===== src/rtcb_pkg.sv =====
// package: constants and carriers for the backup real-time clock block
package rtcb_pkg;
    localparam int SEC_W = 17;
    localparam int DAY_W = 15;
    localparam int CAL_W = 5;
    localparam int DIV_W = 16;
    localparam logic [SEC_W-1:0] SEC_LAST = 17'h1_517F;
    localparam logic [DAY_W-1:0] DAY_LAST = 15'h7FFF;
    localparam logic [DIV_W-1:0] DIV_NOMINAL = 16'h8000;
    localparam logic [SEC_W-1:0] ALARM_SEC_RESET = 17'h1_FFFF;
    localparam logic [DAY_W-1:0] ALARM_DAY_RESET = 15'h7FFF;
    localparam logic ALARM_MASK_RESET = 1'b1;
    localparam logic CLOCK_DISABLE_RESET = 1'b0;
    localparam logic [1:0] CAL_MODE_RESET = 2'h0;
    localparam logic [1:0] CAL_MODE_OFF = 2'h0;
    localparam logic [1:0] CAL_MODE_MAIN = 2'h1;
    localparam logic [1:0] CAL_MODE_RSVD = 2'h2;
    localparam logic [1:0] CAL_MODE_ALL = 2'h3;
    localparam logic [2:0] CHG_VOLT_RESET = 3'h0;
    // slow time base rate and sys clock rate
    localparam int SLOW_HZ = 32768;
    localparam int CLK_MHZ = 250;

    typedef enum logic [2:0] {
        RTCB_PWR_OFF = 3'b001,
        RTCB_PWR_USER_OFF = 3'b010,
        RTCB_PWR_ON = 3'b100
    } rtcb_pwr_e;

    typedef struct packed {
        logic main_undervolt;
        logic backup_above_main;
        logic backup_above_disc;
    } rtcb_supply_s;

    typedef struct packed {
        logic tick;
        logic alarm;
        logic clock_reset;
    } rtcb_irq_s;
endpackage : rtcb_pkg


===== src/rtcb_core.sv =====
// backup real-time clock: counters, alarm, calibration, coin cell control
// Function
// - slow time base divided to one-second tick; tick advances 17-bit seconds
// - seconds count 0 to 86399, then wrap to zero
// - each wrap increments 15-bit date counter, max 32767
// - every tick sets tick flag; interrupt only when unmasked
// - alarm flag set when seconds and date both equal alarm values
// - alarm match turns on if powered off, else only interrupts
// - alarm mask high blocks alarm interrupt and turn-on
// - alarm mask resets to one
// - alarm seconds and date initialise to all ones on cell reset
// - alarm flag kept in backup domain, valid at main power-up
// - clock disable bit stops clock; resets to running
// - backup undervoltage reset clears clock and loads backed registers with their reset values
// - after backup reset, clock reset flag is set
// - signed 5-bit calibration adjusts 32768-cycle divider while active
// - correction equals signed word in counts per 32768 cycles
// - calibration never touches slow clock outputs
// - mode 00 off, 01 off on cell only, 11 on, 10 reserved
// - switch to backup when main undervolted and backup above main
// - connect cell on power on or on charger enable while on; disconnect below threshold
// - 3-bit charger voltage selects 2.50 to 3.30 volts
// - charge high current in on, low in off states; stop on undervolt
// - charger enable cleared by a zero write or by backup reset
// - backup regulator enabled from backup reset, never switchable off
`timescale 1ns/1ns
module rtcb_core #(
    parameter int DIV_COUNT = 32768
) (
    input wire logic clk,
    input wire logic sys_rst,
    input wire logic slow_en,
    input wire logic clock_disable,
    input wire logic [rtcb_pkg::SEC_W-1:0] alarm_seconds_wr,
    input wire logic [rtcb_pkg::DAY_W-1:0] alarm_date_wr,
    input wire logic alarm_wr,
    input wire logic alarm_irq_mask_wr,
    input wire logic alarm_irq_mask_val,
    input wire logic tick_irq_mask,
    input wire logic clock_reset_irq_mask,
    input wire rtcb_pkg::rtcb_irq_s irq_clear,
    input wire logic [rtcb_pkg::CAL_W-1:0] calibration_word,
    input wire logic [1:0] calibration_mode,
    input wire logic charger_enable_wr,
    input wire logic charger_enable_val,
    input wire logic [2:0] charger_voltage_select,
    input wire rtcb_pkg::rtcb_pwr_e power_state,
    input wire rtcb_pkg::rtcb_supply_s supply,
    output logic [rtcb_pkg::SEC_W-1:0] seconds_counter,
    output logic [rtcb_pkg::DAY_W-1:0] date_counter,
    output logic [rtcb_pkg::SEC_W-1:0] alarm_seconds,
    output logic [rtcb_pkg::DAY_W-1:0] alarm_date,
    output logic alarm_irq_mask,
    output rtcb_pkg::rtcb_irq_s irq_flags,
    output rtcb_pkg::rtcb_irq_s irq_out,
    output logic turn_on_event,
    output logic tick,
    output logic on_backup,
    output logic cell_connected,
    output logic charger_enable,
    output logic [2:0] charge_voltage,
    output logic charge_current_high,
    output logic charge_current_low,
    output logic backup_domain_regulator
);
    // sys_rst stands for the coin-cell power-on reset of this domain
    logic [rtcb_pkg::DIV_W-1:0] div_cnt;
    logic [rtcb_pkg::DIV_W-1:0] next_div_cnt;
    logic [rtcb_pkg::SEC_W-1:0] next_seconds;
    logic [rtcb_pkg::DAY_W-1:0] next_date;
    logic next_tick;
    logic [rtcb_pkg::SEC_W-1:0] next_alarm_seconds;
    logic [rtcb_pkg::DAY_W-1:0] next_alarm_date;
    logic next_alarm_mask;
    logic next_turn_on;
    logic por_pending;
    logic next_por_pending;
    logic cal_active;
    logic [rtcb_pkg::DIV_W-1:0] div_last;
    logic alarm_match;
    logic next_on_backup;
    logic next_connected;
    logic next_charger_enable;
    logic [2:0] next_charge_voltage;
    logic next_chg_hi;
    logic next_chg_lo;
    logic was_on;
    logic next_was_on;
    logic connect_event;

    // divider end point, shifted by the signed calibration word
    always_comb begin
        cal_active = 1'b0;
        case (calibration_mode)
            rtcb_pkg::CAL_MODE_ALL: cal_active = 1'b1;
            rtcb_pkg::CAL_MODE_MAIN: cal_active = ~on_backup;
            rtcb_pkg::CAL_MODE_OFF: cal_active = 1'b0;
            default: cal_active = 1'b0;
        endcase
        div_last = rtcb_pkg::DIV_W'(DIV_COUNT - 1);
        if (cal_active) begin
            // positive word gives a shorter second
            div_last = rtcb_pkg::DIV_W'(DIV_COUNT - 1
                - $signed(calibration_word));
        end
    end

    // divider and counters; slow clock outputs are not touched
    always_comb begin
        next_div_cnt = div_cnt;
        next_tick = 1'b0;
        next_seconds = seconds_counter;
        next_date = date_counter;
        if (slow_en && !clock_disable) begin
            if (div_cnt >= div_last) begin
                next_div_cnt = '0;
                next_tick = 1'b1;
            end else begin
                next_div_cnt = div_cnt + 1'b1;
            end
        end
        if (tick) begin
            if (seconds_counter >= rtcb_pkg::SEC_LAST) begin
                next_seconds = '0;
                next_date = date_counter + 1'b1;
            end else begin
                next_seconds = seconds_counter + 1'b1;
            end
        end
    end

    always_ff @(posedge clk) begin
        if (sys_rst) begin
            div_cnt <= '0;
            tick <= 1'b0;
            seconds_counter <= '0;
            date_counter <= '0;
        end else begin
            div_cnt <= next_div_cnt;
            tick <= next_tick;
            seconds_counter <= next_seconds;
            date_counter <= next_date;
        end
    end

    // alarm, compared on the cycle after each tick so it matches once
    assign alarm_match = (seconds_counter == alarm_seconds)
        && (date_counter == alarm_date);
    logic tick_d;

    always_comb begin
        next_alarm_seconds = alarm_seconds;
        next_alarm_date = alarm_date;
        next_alarm_mask = alarm_irq_mask;
        next_por_pending = 1'b0;
        if (alarm_wr) begin
            next_alarm_seconds = alarm_seconds_wr;
            next_alarm_date = alarm_date_wr;
        end
        if (alarm_irq_mask_wr) begin
            next_alarm_mask = alarm_irq_mask_val;
        end
        // turn-on only when off and unmasked
        next_turn_on = tick_d && alarm_match && !alarm_irq_mask
            && (power_state != rtcb_pkg::RTCB_PWR_ON);
    end

    always_ff @(posedge clk) begin
        if (sys_rst) begin
            alarm_seconds <= rtcb_pkg::ALARM_SEC_RESET;
            alarm_date <= rtcb_pkg::ALARM_DAY_RESET;
            alarm_irq_mask <= rtcb_pkg::ALARM_MASK_RESET;
            por_pending <= 1'b1;
            turn_on_event <= 1'b0;
            tick_d <= 1'b0;
        end else begin
            alarm_seconds <= next_alarm_seconds;
            alarm_date <= next_alarm_date;
            alarm_irq_mask <= next_alarm_mask;
            por_pending <= next_por_pending;
            turn_on_event <= next_turn_on;
            tick_d <= tick;
        end
    end

    // sticky flags, set wins over clear
    rtcb_irq_flag u_tick_flag (
        .clk(clk),
        .rst(sys_rst),
        .set(tick),
        .clr(irq_clear.tick),
        .mask(tick_irq_mask),
        .flag(irq_flags.tick),
        .irq(irq_out.tick)
    );

    rtcb_irq_flag u_alarm_flag (
        .clk(clk),
        .rst(sys_rst),
        .set(tick_d && alarm_match),
        .clr(irq_clear.alarm),
        .mask(alarm_irq_mask),
        .flag(irq_flags.alarm),
        .irq(irq_out.alarm)
    );

    rtcb_irq_flag u_reset_flag (
        .clk(clk),
        .rst(sys_rst),
        .set(por_pending),
        .clr(irq_clear.clock_reset),
        .mask(clock_reset_irq_mask),
        .flag(irq_flags.clock_reset),
        .irq(irq_out.clock_reset)
    );

    // coin cell switchover, connection and charger
    always_comb begin
        next_on_backup = supply.main_undervolt && supply.backup_above_main;
        next_charger_enable = charger_enable;
        if (charger_enable_wr) begin
            next_charger_enable = charger_enable_val;
        end
        next_was_on = (power_state == rtcb_pkg::RTCB_PWR_ON);
        // connect only on turning on, or on charger enable while on
        connect_event = (power_state == rtcb_pkg::RTCB_PWR_ON)
            && (!was_on || (next_charger_enable && !charger_enable));
        next_connected = cell_connected;
        if (!supply.backup_above_disc) begin
            next_connected = 1'b0;
        end else if (connect_event) begin
            next_connected = 1'b1;
        end
        next_charge_voltage = charger_voltage_select;
        next_chg_hi = 1'b0;
        next_chg_lo = 1'b0;
        if (charger_enable && !supply.main_undervolt) begin
            case (power_state)
                rtcb_pkg::RTCB_PWR_ON: next_chg_hi = 1'b1;
                rtcb_pkg::RTCB_PWR_OFF: next_chg_lo = 1'b1;
                rtcb_pkg::RTCB_PWR_USER_OFF: next_chg_lo = 1'b1;
                default: next_chg_lo = 1'b0;
            endcase
        end
    end

    always_ff @(posedge clk) begin
        if (sys_rst) begin
            on_backup <= 1'b0;
            cell_connected <= 1'b0;
            was_on <= 1'b0;
            charger_enable <= 1'b0;
            charge_voltage <= rtcb_pkg::CHG_VOLT_RESET;
            charge_current_high <= 1'b0;
            charge_current_low <= 1'b0;
            backup_domain_regulator <= 1'b1;
        end else begin
            on_backup <= next_on_backup;
            cell_connected <= next_connected;
            was_on <= next_was_on;
            charger_enable <= next_charger_enable;
            charge_voltage <= next_charge_voltage;
            charge_current_high <= next_chg_hi;
            charge_current_low <= next_chg_lo;
            backup_domain_regulator <= 1'b1;
        end
    end
endmodule : rtcb_core


===== src/rtcb_irq_flag.sv =====
// one sticky event flag with mask, set wins over clear
`timescale 1ns/1ns
module rtcb_irq_flag (
    input wire logic clk,
    input wire logic rst,
    input wire logic set,
    input wire logic clr,
    input wire logic mask,
    output logic flag,
    output logic irq
);
    logic next_flag;
    logic next_irq;

    always_comb begin
        next_flag = set | (flag & ~clr);
        next_irq = next_flag & ~mask;
    end

    always_ff @(posedge clk) begin
        if (rst) begin
            flag <= 1'b0;
            irq <= 1'b0;
        end else begin
            flag <= next_flag;
            irq <= next_irq;
        end
    end
endmodule : rtcb_irq_flag


===== config.mk =====
export PLATFORM = sky130hd
export DESIGN_NAME = rtcb_core
export DESIGN_NICKNAME = d
export VERILOG_FILES = /design/src/rtcb_pkg.sv /design/src/rtcb_core.sv /design/src/rtcb_irq_flag.sv
export SDC_FILE = /design/constraint.sdc
export NUM_CORES = 1
export LEC_CHECK = 0
export ABC_AREA = 1
export BUFFER_PORTS_ARGS = -buffer_cell sky130_fd_sc_hd__buf_4
export CAP_MARGIN = 20
export CORE_MARGIN = 10
export CORE_UTILIZATION = 53
export DETAILED_ROUTE_END_ITERATION = 10
export PLACE_DENSITY = 0.81
export SLEW_MARGIN = 40
export SYNTH_ARGS = -nofsm -noshare
export SYNTH_HDL_FRONTEND = slang
export SYNTH_SLANG_ARGS = --single-unit

===== constraint.sdc =====
create_clock -name clk -period 2.8 [get_ports clk]
set_clock_uncertainty 0.2 [all_clocks]
set_input_delay 0.56 -clock clk [delete_from_list [all_inputs] [get_ports clk]]
set_output_delay 0.56 -clock clk [all_outputs]
set_load 0.02 [all_outputs]

==> summary by stage <==
Critical path
The worst register-to-register path begins at seconds_counter[1]$_SDFFE_PP0P_. The endpoint class of the critical path is an output port. Along the worst path, the maximum fanout reaches 18. Data on the critical path is required at its endpoint by around 2000 ps. Setup slack on the worst reg-to-reg path comes out at between 600 and 700 ps.

The data arrival time of the worst path is 1440 ps. The most critical setup path has its startpoint at tick$_SDFF_PP0_. The critical path endpoint is tick.

STA classifies the critical path startpoint as a flip-flop. The worst flop-to-flop path endpoint is seconds_counter[11]$_SDFFE_PP0P_. The number of cells on the worst reg-to-reg path is 10. The kind of critical path is flip-flop to output port.

Layout
The repair_antennas step left the layout with diodes totalling 0. From synthesis to final layout, the design area changed by 23.8%. In the final design database the tool counted between 900 and 1000 nets. The combined flip-flop and latch cell area is about 2000 sq um.

The layout has 910 filler cells. The cell area after layout is roughly 6500 sq um. The proportion of layout cells with a drive suffix above 1 is a little over a fifth. The area used by multi-input combinational logic is ~2700 sq um.

Power and ir drop
The part of the power in registers is 53.9%. The internal power component is a little under 2000 uW. Per report_power, the combinational group accounts for between 10% and 20% of the total. Net switching is between 20 and 30% of the power.

The post-route total power is between 2000 and 3000 uW. The share of total power dissipated in the clock network is between 30 and 40%. In this run the power spent charging and discharging nets is between 700 and 800 uW. VDD sags by at most approximately 0.30 mV. The total power divided by cell area is about 430 nW/um^2. The static leakage is approximately 0.003 uW.

Die
The core region is approximately 9700 sq um. The floorplan step defined a die boundary enclosing roughly 14000 sq um. The starting density of the core is between 50% and 60%.

For this design the top-level I/O count stands at 144. The x dimension of the die is 120 um. The number of cell rows is 36. The die is around 120 um tall.

CTS
CTS placed an instance of clkbuf_8 at the clock tree root. The maximum count of clock buffers along a single path is 2. After clock tree synthesis, the repair step resized 0 gates.

The CTS buffer count is 9. The maximum level of the CTS H-tree is 3. Clock-pin slew was measured on the worst setup and hold paths at approximately 110 ps. The number of sinks handled by clock tree synthesis is 100. The number of setup buffers added after CTS is 0. In this run, post-CTS hold repair placed 0 buffers.

The clock reaches the later pin of the worst-skew pair after 380 ps. TritonCTS built the clock tree.

STA
Headroom to the max-slew limit came out at 55.6%. The maximum frequency from static timing analysis is between 400 and 500 MHz. The final-report hold violation count is 0. The final critical path takes up 78.6% of the cycle. After routing, the total negative slack on setup checks comes to 0 ps. Setup repair after global routing left no endpoint under its margin.

The final count of negative-setup-slack endpoints is 0. The max-slew violation total from the final report was 0. The slew at the pin closest to its max-slew limit is ~670 ps.

Subtracting the final worst setup slack from the clock period gives roughly 2200 ps.

Detailed routing
The highest metal layer with signal wires is met4. The number of optimization iterations in the first detailed-route pass is 5. The wire length on met2 is 7.05 mm. The met1 routed wirelength after detailed routing is between 7 and 8 mm. Dividing the detail-routed via count by the number of cells gives ~5.

Wire segments on met3 add up to 1.14 mm in the final route. The routed wire length is roughly 16 mm. The wire length per cell is 15.0 um. Across all layers, the routed design uses 5337 vias.

The count of nets left with antenna violations after detail routing is 0. The number of remaining DRC errors is 0. After the first detailed-routing iteration, the DRC count stood at roughly 350.

Synth
The multiplexer area fraction after synthesis is 0%. Yosys mapped a number of flops with a built-in enable equal to 0. The synthesized netlist devotes 5.33% of its cell area to XOR and XNOR gates.

The simple-gate area share of the yosys netlist is around 34%. The combinational family with the most area after synthesis is simple AND/OR/NAND/NOR gates. The synthesized netlist net count is roughly 850. The post-synthesis sequential area ratio is a little under two fifths. The share of synthesized flip-flops with an asynchronous set or reset is 0%. Synthesis inferred 100 register bits. The count of warnings emitted by yosys is 0. The share of the synthesized area in compound gates (AO/OA/AOI/OAI) is 9.78%. The combined area of all synthesized cells is roughly 5300 sq um. The distinct cell type count after synthesis is 35. The cell count after synthesis is about 780. The adder-cell share of the synthesized area is 1.90%. A synthesized cell averages 6.79 sq um.

The most used flip-flop cell after synthesis is dfxtp_1.

Run status
The flow ran to the end, and the final reports show no timing, DRC or antenna violations.

Global route
The maximum number of pins on one net before global-route repair is just over 60. The number of antenna violations at the first check in global routing came to 0. The overall fraction of global-route tracks in use is 21.2%. The first-pass GRT wire length is 25.2 mm.

After global routing the overflow that remains totals 0. The number of global-route vias before repair is between 5000 and 6000.

Place
The count of buffers from port buffering is between 100 and 150. The post-detailed-placement cell area is 6320 sq um. Summed over all nets, the half-perimeter wirelength after detailed placement is between 10 and 15 mm.

Routability-driven placement finished with a final weighted congestion of just under 1.

Hold path
In this run the worst hold path is classified as input pin to flip-flop. Along the worst hold path, the cell count comes to 2.

Job
Max-cap violations in this run came to 0.
-- through the flow --
stage	utilization [%]	hold WS (ps)	std cells	worst slack [ps]
after global routing	66.9	113	1038	508
after detailed placement	65.0	228	1022	414
after global placement	65.0	222	1022	478
final	66.9	123	1038	600
after CTS	66.9	114	1038	631
after floorplan	-	224	775	645
-- Yosys cell counts (2+ instances only) --
master	number	area (sq um)
nand2_1	172	646
nor2_1	96	360
xor2_1	28	245
nand2_2	5	31.3
nand3_1	53	265
a21oi_1	56	280
buf_4	7	52.6
xnor2_1	4	35.0
dfxtp_1	100	2000
nor2_2	14	87.6
nor3_1	20	100
clkbuf_1	13	48.8
nor3b_1	2	15.0
buf_6	4	45.0
o21ai_0	37	185
ha_1	8	100
inv_1	104	390
nand4_1	23	144
nand2_4	4	45.0
inv_2	2	7.51
buf_2	5	25.0
or2_2	2	12.5
a21oi_2	4	35.0
-- worst max-delay path, stage by stage (launching register included) --
cell and delay [ps]:
dfxtp_1 530, buf_4 330, buf_4 200
-- cell type report --
type	count	share of cell area [%]
repair buffers	145	16.7
multi-input cells	538	40.9
clock buffers	10	2.11
inverters	106	6.11
well taps	133	2.55
clock inverters	6	0.864
flip-flops and latches	100	30.7
-- registers in the layout, summed over array words and instances, names as in the netlist, 3 cells and up --
| signal | count |
|---|---|
| alarm_seconds | 17 |
| seconds_counter | 17 |
| charge_voltage | 3 |
| div_cnt | 16 |
| date_counter | 15 |
| alarm_date | 15 |
-- how the worst min path moves through the flow --
stage / start / end / slack [ps]
6_report: tick_irq_mask / u_tick_flag.irq$_SDFF_PP0_ / 120
5_1_grt: clock_reset_irq_mask / u_reset_flag.irq$_SDFF_PP0_ / 110
4_1_cts: tick_irq_mask / u_tick_flag.irq$_SDFF_PP0_ / 110
3_5_place_dp: alarm_irq_mask$_SDFFE_PP1P_ / u_alarm_flag.irq$_SDFF_PP0_ / 230
3_3_place_gp: alarm_irq_mask$_SDFFE_PP1P_ / u_alarm_flag.irq$_SDFF_PP0_ / 220
2_1_floorplan: por_pending$_DFF_P_ / u_reset_flag.flag$_SDFF_PP0_ / 220
-- layer usage --
| metal | vias to the layer above | track usage (%) |
|---|---|---|
| met5 | - | 0 |
| met3 | 26 | 5.39 |
| met4 | 0 | 6.94 |
| met1 | 2407 | 26.9 |
| met2 | 200 | 34.5 |
| li1 | 2704 | - |
-- power by group through the flow --
stage,registers (uW),logic [uW],clock network [uW]
2_1_floorplan,1570,146,0
3_3_place_gp,1530,349,0
3_5_place_dp,1530,354,0
4_1_cts,1500,356,937
5_1_grt,1500,391,992
6_report,1500,355,924
-- cells in the final DEF, fill, tap and decap left out, types with 2 or more instances in the layout --
| cell | n |
|---|---|
| nand2_1 | 172 |
| buf_4 | 145 |
| inv_1 | 104 |
| dfxtp_1 | 100 |
| nor2_1 | 96 |
| a21oi_1 | 56 |
| nand3_1 | 53 |
| o21ai_0 | 37 |
| xor2_1 | 28 |
| nand4_1 | 23 |
| nor3_1 | 20 |
| nor2_2 | 14 |
| clkbuf_8 | 10 |
| ha_1 | 8 |
| nand2_2 | 5 |
| nand2_4 | 4 |
| a21oi_2 | 4 |
| xnor2_1 | 4 |
| inv_2 | 2 |
| nor3b_1 | 2 |
| or2_2 | 2 |
| inv_8 | 2 |
| clkinv_4 | 2 |
-- cell families (layout without fill, tap and decap cells) --
| family | count (synthesis) | in the layout |
|---|---|---|
| AO/OA/AOI/OAI | 99 | 99 |
| buffers and inverters | 137 | 267 |
| flip-flops | 100 | 100 |
| adder cells (fa/ha/maj) | 8 | 8 |
| XOR/XNOR | 32 | 32 |
| other | 1 | 1 |
| AND/OR/NAND/NOR | 398 | 398 |
(Power assumes the default switching activity.)
